### src/smcms_pkg.sv
package smcms_pkg;

    // register indices; byte address is four times the index
    localparam logic [23:0] IDX_BOOT_MODE = 24'hFFFDC0;
    localparam logic [23:0] IDX_CLK_DIV = 24'hFFFDC4;
    localparam logic [23:0] IDX_GATE_A = 24'hFFFDC8;
    localparam logic [23:0] IDX_GATE_B = 24'hFFFDCA;
    localparam logic [23:0] IDX_GATE_C = 24'hFFFDCC;

    localparam logic [31:0] ADDR_BOOT_MODE = {6'h00, IDX_BOOT_MODE, 2'h0};
    localparam logic [31:0] ADDR_CLK_DIV = {6'h00, IDX_CLK_DIV, 2'h0};
    localparam logic [31:0] ADDR_GATE_A = {6'h00, IDX_GATE_A, 2'h0};
    localparam logic [31:0] ADDR_GATE_B = {6'h00, IDX_GATE_B, 2'h0};
    localparam logic [31:0] ADDR_GATE_C = {6'h00, IDX_GATE_C, 2'h0};

    // field positions
    localparam int MODE_TOP_BIT = 15;
    localparam int MODE_SEL_LSB = 8;
    localparam int CORE_LSB = 8;
    localparam int PERI_LSB = 4;
    localparam int BUS_LSB = 0;
    localparam int ALL_STOP_EN_BIT = 15;
    localparam int RATIO_W = 3;
    localparam int DIV_W = 7;

    // writable bits of each register
    localparam logic [15:0] MASK_CLK_DIV = 16'h0777;
    localparam logic [15:0] MASK_GATE_A = 16'hB329;
    localparam logic [15:0] MASK_GATE_B = 16'h97C0;
    localparam logic [15:0] MASK_GATE_C = 16'hFC1F;

    // peripheral gates (no sleep enable, no ram banks), then the ram bank gates of register c
    localparam logic [15:0] PERIPH_A = 16'h3329;
    localparam logic [15:0] PERIPH_B = 16'h97C0;
    localparam logic [15:0] PERIPH_C = 16'hFC00;
    localparam logic [15:0] RAM_BANKS_C = 16'h001F;

    // reset values
    localparam logic [2:0] RST_CORE_RATIO = 3'h0;
    localparam logic [2:0] RST_PERI_RATIO = 3'h1;
    localparam logic [2:0] RST_BUS_RATIO = 3'h0;
    localparam logic [15:0] RST_GATE_A = 16'h3329;
    localparam logic [15:0] RST_GATE_B = 16'h97C0;
    localparam logic [15:0] RST_GATE_C = 16'hFC00;

    // mode pin patterns and their select encodings
    localparam logic [2:0] PINS_MODE2 = 3'h2;
    localparam logic [2:0] PINS_MODE4 = 3'h4;
    localparam logic [2:0] PINS_MODE5 = 3'h5;
    localparam logic [2:0] PINS_MODE6 = 3'h6;
    localparam logic [2:0] PINS_MODE7 = 3'h7;
    localparam logic [3:0] SEL_MODE2 = 4'hC;
    localparam logic [3:0] SEL_MODE4 = 4'h2;
    localparam logic [3:0] SEL_MODE5 = 4'h1;
    localparam logic [3:0] SEL_MODE6 = 4'h5;
    localparam logic [3:0] SEL_MODE7 = 4'h4;
    localparam logic [3:0] SEL_NONE = 4'h0;

    localparam logic [1:0] RESP_OKAY = 2'h0;
    localparam logic [1:0] RESP_SLVERR = 2'h2;

    typedef struct packed {
        logic [2:0] core;
        logic [2:0] peri;
        logic [2:0] bus;
    } smcms_ratio_type;

    typedef struct packed {
        logic [15:0] a;
        logic [15:0] b;
        logic [15:0] c;
    } smcms_gate_type;

endpackage

### src/smcms_top.sv
// The AXI4-Lite slave port was left to the implementer.
`timescale 1ns/10ps
module smcms_top
    import smcms_pkg::*;
(
    // clock and reset
    input wire logic sys_clk,
    input wire logic rstn,
    // axi4-lite write address
    input wire logic [31:0] s_axi_awaddr,
    input wire logic s_axi_awvalid,
    output logic s_axi_awready,
    // axi4-lite write data
    input wire logic [31:0] s_axi_wdata,
    input wire logic [3:0] s_axi_wstrb,
    input wire logic s_axi_wvalid,
    output logic s_axi_wready,
    // axi4-lite write response
    output logic [1:0] s_axi_bresp,
    output logic s_axi_bvalid,
    input wire logic s_axi_bready,
    // axi4-lite read address
    input wire logic [31:0] s_axi_araddr,
    input wire logic s_axi_arvalid,
    output logic s_axi_arready,
    // axi4-lite read data
    output logic [31:0] s_axi_rdata,
    output logic [1:0] s_axi_rresp,
    output logic s_axi_rvalid,
    input wire logic s_axi_rready,
    // mode pins
    input wire logic mode_pin_high,
    input wire logic mode_pin_two,
    input wire logic mode_pin_one,
    input wire logic mode_pin_zero,
    // sleep request from the core, same clock
    input wire logic sleep_active,
    // clock control
    output smcms_ratio_type clock_ratio,
    output logic core_clk_en,
    output logic peri_clk_en,
    output logic bus_clk_en,
    // module stop
    output smcms_gate_type module_gate,
    output logic all_clock_stop
);

    // pin synchronisers
    logic [3:0] pins_meta_q;
    logic [3:0] pins_sync_q;

    // mode latch
    logic mode_latched_q;
    logic top_mode_pin_latch_q;
    logic [3:0] mode_select_q;

    // registers
    smcms_ratio_type ratio_q;
    smcms_gate_type gate_q;

    // bus state
    logic awready_q;
    logic wready_q;
    logic aw_held_q;
    logic w_held_q;
    logic [31:0] awaddr_q;
    logic [31:0] wdata_q;
    logic [3:0] wstrb_q;
    logic bvalid_q;
    logic [1:0] bresp_q;
    logic arready_q;
    logic rvalid_q;
    logic [31:0] rdata_q;
    logic [1:0] rresp_q;

    // clock enables
    logic [DIV_W-1:0] div_cnt_q;
    logic core_en_q;
    logic peri_en_q;
    logic bus_en_q;
    logic all_stop_q;

    // unlisted pin patterns read as zero
    function automatic logic [3:0] mode_encode(input logic [2:0] pins);
        logic [3:0] sel;
        sel = SEL_NONE;
        unique case (pins)
            PINS_MODE2: sel = SEL_MODE2;
            PINS_MODE4: sel = SEL_MODE4;
            PINS_MODE5: sel = SEL_MODE5;
            PINS_MODE6: sel = SEL_MODE6;
            PINS_MODE7: sel = SEL_MODE7;
            default: sel = SEL_NONE;
        endcase
        return sel;
    endfunction

    // registers are 16 bits wide; lanes 2 and 3 carry nothing
    function automatic logic [15:0] merge(
        input logic [15:0] old,
        input logic [31:0] data,
        input logic [3:0] strb,
        input logic [15:0] mask
    );
        logic [15:0] nv;
        nv = old;
        if (strb[0]) begin
            nv[7:0] = data[7:0];
        end
        if (strb[1]) begin
            nv[15:8] = data[15:8];
        end
        return nv & mask;
    endfunction

    // ones in the bits the divider must clear for a given ratio code
    function automatic logic [DIV_W-1:0] div_mask(input logic [2:0] code);
        logic [DIV_W:0] t;
        t = {{DIV_W{1'b0}}, 1'b1} << code;
        return DIV_W'(t - {{DIV_W{1'b0}}, 1'b1});
    endfunction

    // write decode
    wire aw_take = s_axi_awvalid && awready_q;
    wire w_take = s_axi_wvalid && wready_q;
    wire do_write = aw_held_q && w_held_q && !bvalid_q;
    wire wr_mode = awaddr_q == ADDR_BOOT_MODE;
    wire wr_clk = awaddr_q == ADDR_CLK_DIV;
    wire wr_ga = awaddr_q == ADDR_GATE_A;
    wire wr_gb = awaddr_q == ADDR_GATE_B;
    wire wr_gc = awaddr_q == ADDR_GATE_C;
    wire wr_hit = wr_mode || wr_clk || wr_ga || wr_gb || wr_gc;
    wire [15:0] clk_word = {5'h00, ratio_q.core, 1'b0, ratio_q.peri,
        1'b0, ratio_q.bus};
    wire [15:0] clk_new = merge(clk_word, wdata_q, wstrb_q, MASK_CLK_DIV);
    wire [15:0] ga_new = merge(gate_q.a, wdata_q, wstrb_q, MASK_GATE_A);
    wire [15:0] gb_new = merge(gate_q.b, wdata_q, wstrb_q, MASK_GATE_B);
    wire [15:0] gc_new = merge(gate_q.c, wdata_q, wstrb_q, MASK_GATE_C);

    // read decode
    wire ar_take = s_axi_arvalid && arready_q;
    wire rd_mode = s_axi_araddr == ADDR_BOOT_MODE;
    wire rd_clk = s_axi_araddr == ADDR_CLK_DIV;
    wire rd_ga = s_axi_araddr == ADDR_GATE_A;
    wire rd_gb = s_axi_araddr == ADDR_GATE_B;
    wire rd_gc = s_axi_araddr == ADDR_GATE_C;
    wire rd_hit = rd_mode || rd_clk || rd_ga || rd_gb || rd_gc;
    wire mode_catch = ar_take && rd_mode && !mode_latched_q;
    // a first read returns the live pins and freezes them in the same cycle
    wire top_live = mode_latched_q ? top_mode_pin_latch_q : pins_sync_q[3];
    wire [3:0] sel_live = mode_latched_q ? mode_select_q : mode_encode(pins_sync_q[2:0]);
    wire [15:0] mode_word = (16'(top_live) << MODE_TOP_BIT)
        | (16'(sel_live) << MODE_SEL_LSB);
    // unmapped reads give zero and an error response
    wire [15:0] rd_word = rd_mode ? mode_word
        : rd_clk ? clk_word
        : rd_ga ? gate_q.a
        : rd_gb ? gate_q.b
        : rd_gc ? gate_q.c
        : 16'h0000;

    // named gates feeding the sleep stop
    // ram banks are left out: they never hold off the deep stop
    wire all_clock_stop_enable = gate_q.a[ALL_STOP_EN_BIT];
    wire periph_all_stopped = ((gate_q.a & PERIPH_A) == PERIPH_A)
        && ((gate_q.b & PERIPH_B) == PERIPH_B)
        && ((gate_q.c & PERIPH_C) == PERIPH_C);
    wire all_stop_d = sleep_active && all_clock_stop_enable && periph_all_stopped;

    // clock enable decode
    // every code is legal, a slower one just halves the rate again
    wire core_en_d = (div_cnt_q & div_mask(ratio_q.core)) == {DIV_W{1'b0}};
    wire peri_en_d = (div_cnt_q & div_mask(ratio_q.peri)) == {DIV_W{1'b0}};
    wire bus_en_d = (div_cnt_q & div_mask(ratio_q.bus)) == {DIV_W{1'b0}};

    // mode pins arrive asynchronously
    always_ff @(posedge sys_clk or negedge rstn) begin
        if (!rstn) begin
            pins_meta_q <= 4'h0;
            pins_sync_q <= 4'h0;
        end else begin
            pins_meta_q <= {mode_pin_high, mode_pin_two, mode_pin_one, mode_pin_zero};
            pins_sync_q <= pins_meta_q;
        end
    end

    // latch is freed only by reset
    always_ff @(posedge sys_clk or negedge rstn) begin
        if (!rstn) begin
            mode_latched_q <= 1'b0;
            top_mode_pin_latch_q <= 1'b0;
            mode_select_q <= SEL_NONE;
        end else if (mode_catch) begin
            mode_latched_q <= 1'b1;
            top_mode_pin_latch_q <= pins_sync_q[3];
            mode_select_q <= mode_encode(pins_sync_q[2:0]);
        end
    end

    // write channel capture, either order
    always_ff @(posedge sys_clk or negedge rstn) begin
        if (!rstn) begin
            awready_q <= 1'b1;
            aw_held_q <= 1'b0;
            awaddr_q <= 32'h00000000;
        end else if (aw_take) begin
            awready_q <= 1'b0;
            aw_held_q <= 1'b1;
            awaddr_q <= s_axi_awaddr;
        end else if (do_write) begin
            awready_q <= 1'b1;
            aw_held_q <= 1'b0;
        end
    end

    always_ff @(posedge sys_clk or negedge rstn) begin
        if (!rstn) begin
            wready_q <= 1'b1;
            w_held_q <= 1'b0;
            wdata_q <= 32'h00000000;
            wstrb_q <= 4'h0;
        end else if (w_take) begin
            wready_q <= 1'b0;
            w_held_q <= 1'b1;
            wdata_q <= s_axi_wdata;
            wstrb_q <= s_axi_wstrb;
        end else if (do_write) begin
            wready_q <= 1'b1;
            w_held_q <= 1'b0;
        end
    end

    // a finished write waits here until its answer is claimed
    always_ff @(posedge sys_clk or negedge rstn) begin
        if (!rstn) begin
            bvalid_q <= 1'b0;
            bresp_q <= RESP_OKAY;
        end else if (do_write) begin
            bvalid_q <= 1'b1;
            bresp_q <= wr_hit ? RESP_OKAY : RESP_SLVERR;
        end else if (s_axi_bready) begin
            bvalid_q <= 1'b0;
        end
    end

    // mode register has no write path
    always_ff @(posedge sys_clk or negedge rstn) begin
        if (!rstn) begin
            ratio_q.core <= RST_CORE_RATIO;
            ratio_q.peri <= RST_PERI_RATIO;
            ratio_q.bus <= RST_BUS_RATIO;
        end else if (do_write && wr_clk) begin
            ratio_q.core <= clk_new[CORE_LSB +: RATIO_W];
            ratio_q.peri <= clk_new[PERI_LSB +: RATIO_W];
            ratio_q.bus <= clk_new[BUS_LSB +: RATIO_W];
        end
    end

    // reset leaves the peripherals stopped and the ram banks running
    always_ff @(posedge sys_clk or negedge rstn) begin
        if (!rstn) begin
            gate_q.a <= RST_GATE_A;
            gate_q.b <= RST_GATE_B;
            gate_q.c <= RST_GATE_C;
        end else if (do_write) begin
            if (wr_ga) begin
                gate_q.a <= ga_new;
            end
            if (wr_gb) begin
                gate_q.b <= gb_new;
            end
            if (wr_gc) begin
                gate_q.c <= gc_new;
            end
        end
    end

    // read channel, one outstanding read
    always_ff @(posedge sys_clk or negedge rstn) begin
        if (!rstn) begin
            arready_q <= 1'b1;
            rvalid_q <= 1'b0;
            rdata_q <= 32'h00000000;
            rresp_q <= RESP_OKAY;
        end else if (ar_take) begin
            arready_q <= 1'b0;
            rvalid_q <= 1'b1;
            rdata_q <= {16'h0000, rd_word};
            rresp_q <= rd_hit ? RESP_OKAY : RESP_SLVERR;
        end else if (rvalid_q && s_axi_rready) begin
            arready_q <= 1'b1;
            rvalid_q <= 1'b0;
        end
    end

    // free-running divider; enables are phase aligned to its wrap
    always_ff @(posedge sys_clk or negedge rstn) begin
        if (!rstn) begin
            div_cnt_q <= {DIV_W{1'b0}};
            core_en_q <= 1'b0;
            peri_en_q <= 1'b0;
            bus_en_q <= 1'b0;
            all_stop_q <= 1'b0;
        end else begin
            div_cnt_q <= div_cnt_q + {{(DIV_W-1){1'b0}}, 1'b1};
            core_en_q <= core_en_d;
            peri_en_q <= peri_en_d;
            bus_en_q <= bus_en_d;
            all_stop_q <= all_stop_d;
        end
    end

    assign s_axi_awready = awready_q;
    assign s_axi_wready = wready_q;
    assign s_axi_bvalid = bvalid_q;
    assign s_axi_bresp = bresp_q;
    assign s_axi_arready = arready_q;
    assign s_axi_rvalid = rvalid_q;
    assign s_axi_rdata = rdata_q;
    assign s_axi_rresp = rresp_q;
    assign clock_ratio = ratio_q;
    assign core_clk_en = core_en_q;
    assign peri_clk_en = peri_en_q;
    assign bus_clk_en = bus_en_q;
    assign module_gate = gate_q;
    assign all_clock_stop = all_stop_q;

endmodule

### config.mk
export PLATFORM = sky130hd
export DESIGN_NAME = smcms_top
export DESIGN_NICKNAME = d
export VERILOG_FILES = /design/src/smcms_pkg.sv /design/src/smcms_top.sv
export SDC_FILE = /design/constraint.sdc
export NUM_CORES = 1
export LEC_CHECK = 0
export BUFFER_PORTS_ARGS = -buffer_cell sky130_fd_sc_hd__buf_2
export CORE_UTILIZATION = 54
export CTS_CLUSTER_DIAMETER = 200
export DETAILED_ROUTE_END_ITERATION = 8
export GPL_ROUTABILITY_DRIVEN = 0
export PLACE_DENSITY = 0.85
export SYNTH_ARGS = -nofsm -noshare
export SYNTH_HDL_FRONTEND = slang
export SYNTH_SLANG_ARGS = --single-unit
### constraint.sdc
create_clock -name sys_clk -period 6.7 [get_ports sys_clk]
set_clock_uncertainty 0.05 [all_clocks]
set_input_delay 0 -clock sys_clk [delete_from_list [all_inputs] [get_ports sys_clk]]
set_output_delay 0 -clock sys_clk [all_outputs]
set_load 0.05 [all_outputs]
==> results.yml, run 1 <==
place:
  port_buffers: 155
  place_inst: 778
  hpwl_um: 10460
yosys:
  synth_cell_types: 59
  synth_top_area_cell: "dfrtp_1"
  netlist_area_um2: 6152
  synthTopCellsByCount: "dfrtp_1 (111), mux2_2 (75), buf_4 (40)"
  synth-warning-count: 0
  synth-seq-cells: 135
  async_flop_share_pct: 100.0
  synth_top_area_share_pct: 45.15
  synthFlopType: "dfrtp_1"
  synth_most_common_cell: "dfrtp_1"
  synth-edff-count: 0
  yosys-top-cells-area: "dfrtp_1 (45%), mux2_2 (14%), dfstp_2 (10%)"
  syn_inst: 498
  yosysSeqAreaShare_pct: 55.40
  syn_avg_cell_area_um2: 12.35
critical_path:
  critical_path_class: "reg -> reg"
  crit_path_end_kind: "flop"
  cp_slowest_cell: "nor4_1"
  path_buf_inv: 0
  arrival_ps: 2850
  cpLargestDelayFamily: "simple AND/OR/NAND/NOR gates"
  path_max_fanout: 5
  crit_required_ps: 6930
  slowest_delay_ps: 630
  cp_cell_sequence: "nand4bb_1 > nor4_1 > nand4_2 > nor2_1 > mux2_2"
  start_kind: "flop"
detailed_routing:
  postRouteAntennaNets: 0
  drc_errors: 0
  num_vias: 4707
  routed_via_density: 5.398
  drt_wl_total_um: 15710
  firstDrtPassIters: 5
  drtIter0Drc: 204
  wl_per_cell_um: 18.02
job:
  maxCapViolCount: 0
sta:
  finalCritPeriodShare_pct: 39.05
  fin_tns_setup_ps: 0
  rsz0062_at_grt: "no"
  fmax_mhz: 382.2
  setup_violations: 0
  maxSlewHeadroom_pct: 26.57
  period_minus_slack_ps: 2617
  worstMarginPinSlew_ps: 1102
  hold_violations: 0
  drv_slew: 0
finish:
  seqCellArea_um2: 3408
  multi_input_area_um2: 2492
  fin_cells: 872
  fillers: 706
  drive_above_1_share_pct: 41.67
  areaGrowthSynthToFinish_pct: 31.75
  final_core_util_pct: 73.80
  num_antenna_cells: 0
  nets: 832
clocking:
  ctsHoldBuffers: 62
  cts.clk_slew.worst_paths_ps: 60
  cts_setup_buffers: 0
  clk_latency_ps: 410
  cts.sinks: 135
  cts_inserted_buffers: 17
  cts_tree: "built"
  ctsLongestPathBuffers: 2
  ctsResizeCount: 0
  cts-root-buf: "clkbuf_16"
  h-tree-depth: 4
die:
  ios: 214
  die-area_um2: 11820
  die_y_um: 108.7
  core.rowCount: 38
  initial_core_util_pct: 56.02
  core_area_um2: 10980
  die_w_um: 108.7
hold_path:
  hp-class: "in -> reg"
grt:
  antenna_found_initial: 0
  grt_usage_pct: 27.93
  overflow: 0
  grt_pass1_wl_um: 24340
  grt_max_degree: 91
  first_global_vias: 4887
status:
  outcome: "complete, no violations"
power:
  p_leak_uw: 0.003870
  vdd_drop_max_mv: 0.1964
  cellPowerDensity_nw_per_um2: 316.3
## path summary, 6_finish.rpt
kind / start / endpoint / slack (ps) / depth (start not counted)
worst max-delay path: awaddr_q[31] / module_gate[1] / 4080 / 5
worst min-delay path: s_axi_araddr[27] / s_axi_rdata[15] / 20 / 6
worst max register to register: awaddr_q[31] / module_gate[1] / 4080 / 5
worst min register to register: pins_meta_q[0] / pins_sync_q[0] / 300 / 0
max in group asynchronous: rstn / wdata_q[3] / 4950 / 3
min in group asynchronous: rstn / peri_clk_en / 100 / 2
## metal layers
layer  track usage [%]  wire (um)  vias to the layer above
met5                 0          0                        -
met2             50.09       8229                      217
met3             7.053       1025                       33
met4             11.68        443                        0
li1                  -          -                     2137
met1             31.53       6013                     2320
## kinds of logic (layout without fill, tap and decap cells)
logic type / Yosys count / after routing / synth area share [%]
AO/OA/AOI/OAI: 63 / 63 / 6.630
XOR/XNOR: 6 / 6 / 0.8542
adder cells (fa/ha/maj): 1 / 1 / 0.2033
buffers and inverters: 66 / 261 / 6.467
flip-flops: 135 / 135 / 55.40
multiplexers: 99 / 99 / 18.47
other: 1 / 40 / 0.06095
AND/OR/NAND/NOR: 127 / 127 / 11.92
## flip-flops by register name, indices dropped and copies added (netlist names), 2 cells and up
signal         count
clock_ratio        9
pins_meta_q        4
wdata_q           16
wstrb_q            2
s_axi_rdata       16
mode_select_q      4
module_gate       26
pins_sync_q        4
awaddr_q          32
div_cnt_q          7
## cell usage in the layout (no fill, tap or decap), types with 5 or more instances in the layout
cell,instances
buf_2,154
dfrtp_1,111
mux2_2,75
dlygate4sd3_1,62
conb_1,40
nand2_1,35
dfstp_2,24
nor2_1,20
clkbuf_16,17
o21ai_0,16
nand4_1,11
inv_1,10
a21oi_1,10
mux2i_1,10
nand3_1,9
mux2_4,9
o31ai_1,7
a31oi_1,6
nor3_1,5
nor2b_1,5
mux2_1,5
clkinv_2,5
## through the flow
stage	worst slack, ps	power, uW	hold WS (ps)	cell area, um^2
CTS	4078	2561	24.49	8105
detailed placement	4095	1632	-13.63	6907
global route	3974	2681	62.99	8105
floorplan	4483	1502	-345.6	6299
finish	4083	2563	24.30	8105
global placement	4172	1591	-24.09	6907
## where the power goes
part / internal [uW] / switching, uW
Clock: 574 / 330
Combinational: 246 / 276
Sequential: 1000 / 133
Total: 1820 / 739
## worst reg2reg max path: cells and delay by family, from the launching register on
kind	cells	cell delay [ps]
mux	1	420
simple gates	4	1640
flops	1	380
## layout make-up
cell class	instances	share of cell area [%]
sequential	135	42.05
multi-input combinational	336	30.75
timing repair buffer	219	17.44
clock buffer	23	5.897
tap	140	2.161
clock inverter	9	1.235
inverter	10	0.4631
Note: power is estimated with default switching activity, not from simulation.
==> run 2: changes to the inputs <==
--- a/config.mk
+++ b/config.mk
@@ -6,11 +6,11 @@
 export NUM_CORES = 1
 export LEC_CHECK = 0
 export BUFFER_PORTS_ARGS = -buffer_cell sky130_fd_sc_hd__buf_2
-export CORE_UTILIZATION = 54
+export CORE_UTILIZATION = 50
 export CTS_CLUSTER_DIAMETER = 200
 export DETAILED_ROUTE_END_ITERATION = 8
 export GPL_ROUTABILITY_DRIVEN = 0
-export PLACE_DENSITY = 0.85
+export PLACE_DENSITY = 0.8
 export SYNTH_ARGS = -nofsm -noshare
 export SYNTH_HDL_FRONTEND = slang
 export SYNTH_SLANG_ARGS = --single-unit
==> constraint.sdc (replaced) <==
create_clock -name sys_clk -period 2.7 [get_ports sys_clk]
set_clock_uncertainty 0.05 [all_clocks]
set_input_delay 0 -clock sys_clk [delete_from_list [all_inputs] [get_ports sys_clk]]
set_output_delay 0 -clock sys_clk [all_outputs]
set_load 0.05 [all_outputs]
==> results.yml, run 2 (same netlist as run 1, synthesis figures left out) <==
status:
  outcome: "complete, no violations"
sta:
  period_minus_slack_ps: 2429
  maxSlewHeadroom_pct: 41.85
  whs_ps: 41.57
  hold_violations: 0
  setup_slack_ps: 271.0
  finalCritPeriodShare_pct: 89.96
  rsz0062_at_grt: "no"
  fmax_mhz: 411.7
  fin_tns_setup_ps: 0
  worstMarginPinSlew_ps: 870.1
  drv_slew: 0
  setup_violations: 0
clocking:
  cts_setup_buffers: 0
  ctsResizeCount: 0
  h-tree-depth: 4
  ctsLongestPathBuffers: 2
  cts-root-buf: "clkbuf_16"
  clk_latency_ps: 420
  cts_inserted_buffers: 17
  ctsHoldBuffers: 62
  cts.sinks: 135
  cts.clk_slew.worst_paths_ps: 60
  cts_tree: "built"
detailed_routing:
  postRouteAntennaNets: 0
  drtIter0Drc: 229
  drc_errors: 0
  firstDrtPassIters: 5
  num_vias: 4787
  drt_wl_total_um: 15870
  wl_per_cell_um: 17.99
  routed_via_density: 5.427
finish:
  fin_cells: 882
  final_core_util_pct: 68.05
  regMostFlops: "awaddr_q"
  nets: 835
  largest_reg_flops: 32
  areaGrowthSynthToFinish_pct: 32.87
  most-common-layout-cells: "buf_2 (154), dfrtp_1 (111), mux2_2 (75)"
  fillers: 868
  drive_above_1_share_pct: 42.31
  final_common_cell: "buf_2"
  num_antenna_cells: 0
critical_path:
  path_max_fanout: 5
  slowest_delay_ps: 550
  critical_path_class: "reg -> reg"
  rrSetupSlack_ps: 270
  cp_cell_sequence: "or4b_4 > nor3_2 > nand4_2 > nor2_1 > mux2_2"
  start_kind: "flop"
  arrival_ps: 2680
  cp_slowest_cell: "or4b_4"
  crit_required_ps: 2950
  crit_path_end_kind: "flop"
grt:
  grt_max_degree: 53
  antenna_found_initial: 0
  first_global_vias: 4824
  grt_usage_pct: 26.13
  overflow: 0
  grt_pass1_wl_um: 25040
die:
  ios: 214
  core.rowCount: 40
  die_w_um: 112.9
  die_y_um: 112.9
  initial_core_util_pct: 51.22
  core_area_um2: 12010
  die-area_um2: 12750
power:
  p_clk_share_pct: 36.3
  p_sw_uw: 1919
  p_leak_uw: 0.003888
  vdd_drop_max_mv: 0.6205
  intPower_uw: 4560
  switching_share_pct: 29.62
  power_frac_seq_pct: 43.5
  pwr-share-comb_pct: 20.2
  cellPowerDensity_nw_per_um2: 792.6
place:
  place_inst: 788
  dpl_worst_slack_ps: 307.4
  port_buffers: 155
  hpwl_um: 10610
job:
  maxCapViolCount: 0
hold_path:
  hp-class: "in -> reg"
## run 2: cell types whose count changed in the layout (fill, tap and decap cells not counted), moves of 2 or more
cell and change:
clkbuf_1 -3, clkbuf_8 -3, clkinvlp_4 +3, clkinv_2 -2, inv_6 +2, buf_4 +2, clkinv_4 +2
## run 2: worst max-delay path: cells and delay by family (launching register included)
| family | cells | cell delay, ps |
|---|---|---|
| DFF | 1 | 390 |
| and+or+nand+nor | 4 | 1470 |
| muxes | 1 | 400 |
## run 2: cell type report
| class | instances | area (um^2) | area share (%) |
|---|---|---|---|
| clock buffer | 17 | 425.4 | 5.204 |
| clock inverter | 15 | 177.7 | 2.174 |
| inverter | 10 | 37.54 | 0.4592 |
| multi-input combinational | 336 | 2492 | 30.49 |
| sequential | 135 | 3408 | 41.70 |
| tap | 147 | 183.9 | 2.250 |
| timing repair buffer | 222 | 1449 | 17.73 |
## run 2: power by group through the flow
stage | Combinational [uW] | Clock, uW | Sequential (uW)
after global routing | 1410 | 2470 | 2880
final | 1310 | 2350 | 2820
after CTS | 1300 | 2370 | 2810
after global placement | 1170 | 0 | 2790
after floorplan | 844 | 0 | 2880
after detailed placement | 1220 | 0 | 2830
## run 2: worst paths after layout
kind | from | depth (start not counted) | end
hold reg to reg | pins_meta_q[2] | 0 | pins_sync_q[2]
setup reg to reg | awaddr_q[27] | 5 | module_gate[4]
hold / removal | s_axi_araddr[4] | 3 | s_axi_rdata[14]
setup / recovery | awaddr_q[27] | 5 | module_gate[4]
min in group asynchronous | rstn | 2 | s_axi_rdata[1]
max in group asynchronous | rstn | 3 | s_axi_wready
## run 2: metal layers
layer | share of wire [%] | up-vias | GRT usage (%)
li1 | - | 2160 | -
met1 | 38 | 2359 | 29.97
met2 | 53 | 245 | 46.21
met3 | 7.6 | 23 | 7.606
met4 | 1.9 | 0 | 10.09
met5 | 0 | - | 0
## run 2: stage by stage
stage	total power, uW	instance area (um^2)
final	6479	8174
after global routing	6762	8174
after CTS	6477	8174
after detailed placement	4059	6950
after global placement	3964	6950
after floorplan	3728	6299
==> run 3: changes to the inputs <==
--- a/config.mk
+++ b/config.mk
@@ -11,6 +11,7 @@
 export DETAILED_ROUTE_END_ITERATION = 8
 export GPL_ROUTABILITY_DRIVEN = 0
 export PLACE_DENSITY = 0.8
+export RECOVER_POWER = 50
 export SYNTH_ARGS = -nofsm -noshare
 export SYNTH_HDL_FRONTEND = slang
 export SYNTH_SLANG_ARGS = --single-unit
==> results.yml, run 3 (same netlist as run 1, synthesis figures left out) <==
status:
  outcome: "complete, no violations"
finish:
  largest_reg_flops: 32
  final_common_cell: "dfrtp_1"
  final_core_util_pct: 67.34
  most-common-layout-cells: "dfrtp_1 (111), buf_2 (100), mux2_2 (75)"
  regMostFlops: "awaddr_q"
  areaGrowthSynthToFinish_pct: 31.48
  drive_above_1_share_pct: 34.83
  nets: 835
  num_antenna_cells: 0
critical_path:
  critical_path_class: "reg -> reg"
  cp_cell_sequence: "or4b_4 > nor3_2 > nand4_2 > nor2_1 > mux2_2"
  start_kind: "flop"
  slowest_delay_ps: 550
  arrival_ps: 2690
  path_max_fanout: 5
  crit_path_end_kind: "flop"
  cp_slowest_cell: "or4b_4"
  crit_required_ps: 2950
clocking:
  clk_latency_ps: 420
  cts.clk_slew.worst_paths_ps: 60
  cts_inserted_buffers: 17
  cts_tree: "built"
  cts.sinks: 135
  ctsLongestPathBuffers: 2
  ctsResizeCount: 0
  cts-root-buf: "clkbuf_16"
  h-tree-depth: 4
grt:
  antenna_found_initial: 0
  grt_max_degree: 53
  first_global_vias: 4824
  grt_usage_pct: 26.13
  grt_pass1_wl_um: 25040
  overflow: 0
detailed_routing:
  drt_wl_total_um: 15880
  num_vias: 4759
  firstDrtPassIters: 4
  routed_via_density: 5.396
  drtIter0Drc: 180
  wl_per_cell_um: 18.01
  drc_errors: 0
  postRouteAntennaNets: 0
die:
  die_w_um: 112.9
  core_area_um2: 12010
  die-area_um2: 12750
  initial_core_util_pct: 51.22
  die_y_um: 112.9
  ios: 214
  core.rowCount: 40
power:
  cellPowerDensity_nw_per_um2: 798.5
  p_leak_uw: 0.003666
  vdd_drop_max_mv: 0.6166
place:
  port_buffers: 155
  hpwl_um: 10610
sta:
  worstMarginPinSlew_ps: 1300
  hold_violations: 0
  setup_violations: 0
  fmax_mhz: 409.8
  maxSlewHeadroom_pct: 13.35
  rsz0062_at_grt: "no"
  drv_slew: 0
  period_minus_slack_ps: 2440
  finalCritPeriodShare_pct: 90.37
  fin_tns_setup_ps: 0
job:
  maxCapViolCount: 0
hold_path:
  hp-class: "in -> reg"
## run 3: cell types whose count changed in the layout (fill, tap and decap cells not counted), sizes merged
cell and change:
clkbuf +56, buf -56
## run 3: per-stage QoR
step / setup WS (ps) / hold slack, ps / total power (uW) / instance area [um^2] / cells
floorplan: 482.8 / -345.6 / 3728 / 6299 / 537
global placement: 343.8 / 23.41 / 3964 / 6950 / 788
detailed placement: 307.4 / 40.27 / 4059 / 6950 / 788
CTS: 300.5 / 8.981 / 6477 / 8174 / 882
global route: 100.0 / 49.91 / 6744 / 8089 / 882
finish: 259.9 / 35.55 / 6459 / 8089 / 882
## run 3: worst max-delay path, delay by kind of cell, from the launching register on
kind             cells  cell delay, ps
DFF                  1             390
and+or+nand+nor      4            1480
muxes                1             400
## run 3: repair_timing
| action | CTS | global route |
|---|---|---|
| setup buffers | 0 | 0 |
| hold buffers | 62 | 0 |
| endpoints found under the hold margin | 112 | 0 |
## run 3: cell type report
class	count	area, um^2
fillers	904	3923
multi-input cells	336	2492
well taps	147	183.9
clock buffers	17	425.4
inverters	10	37.54
flip-flops and latches	135	3408
repair buffers	222	1364
clock inverters	15	177.7
## run 3: metal layers
metal	up-vias	global-route usage (%)	part of all wire (%)
li1	2157	-	-
met1	2350	29.97	39
met2	230	46.21	53
met3	22	7.606	6.8
met4	0	10.09	1.8
met5	-	0	0
## run 3: worst paths after layout
| path | start | to | slack [ps] | depth (start not counted) |
|---|---|---|---|---|
| min in group asynchronous | rstn | s_axi_rdata[3] | 370 | 2 |
| max in group asynchronous | rstn | module_gate[47] | 550 | 3 |
| worst max-delay path | awaddr_q[27] | module_gate[4] | 260 | 5 |
| worst min-delay path | s_axi_araddr[4] | s_axi_rdata[14] | 40 | 3 |
| worst min register to register | pins_meta_q[2] | pins_sync_q[2] | 300 | 0 |
| worst max register to register | awaddr_q[27] | module_gate[4] | 260 | 5 |
## run 3: report_power, final
part,total (uW),switching [uW],internal (uW)
clock network,2350,897,1450
registers,2820,326,2490
logic,1290,692,600
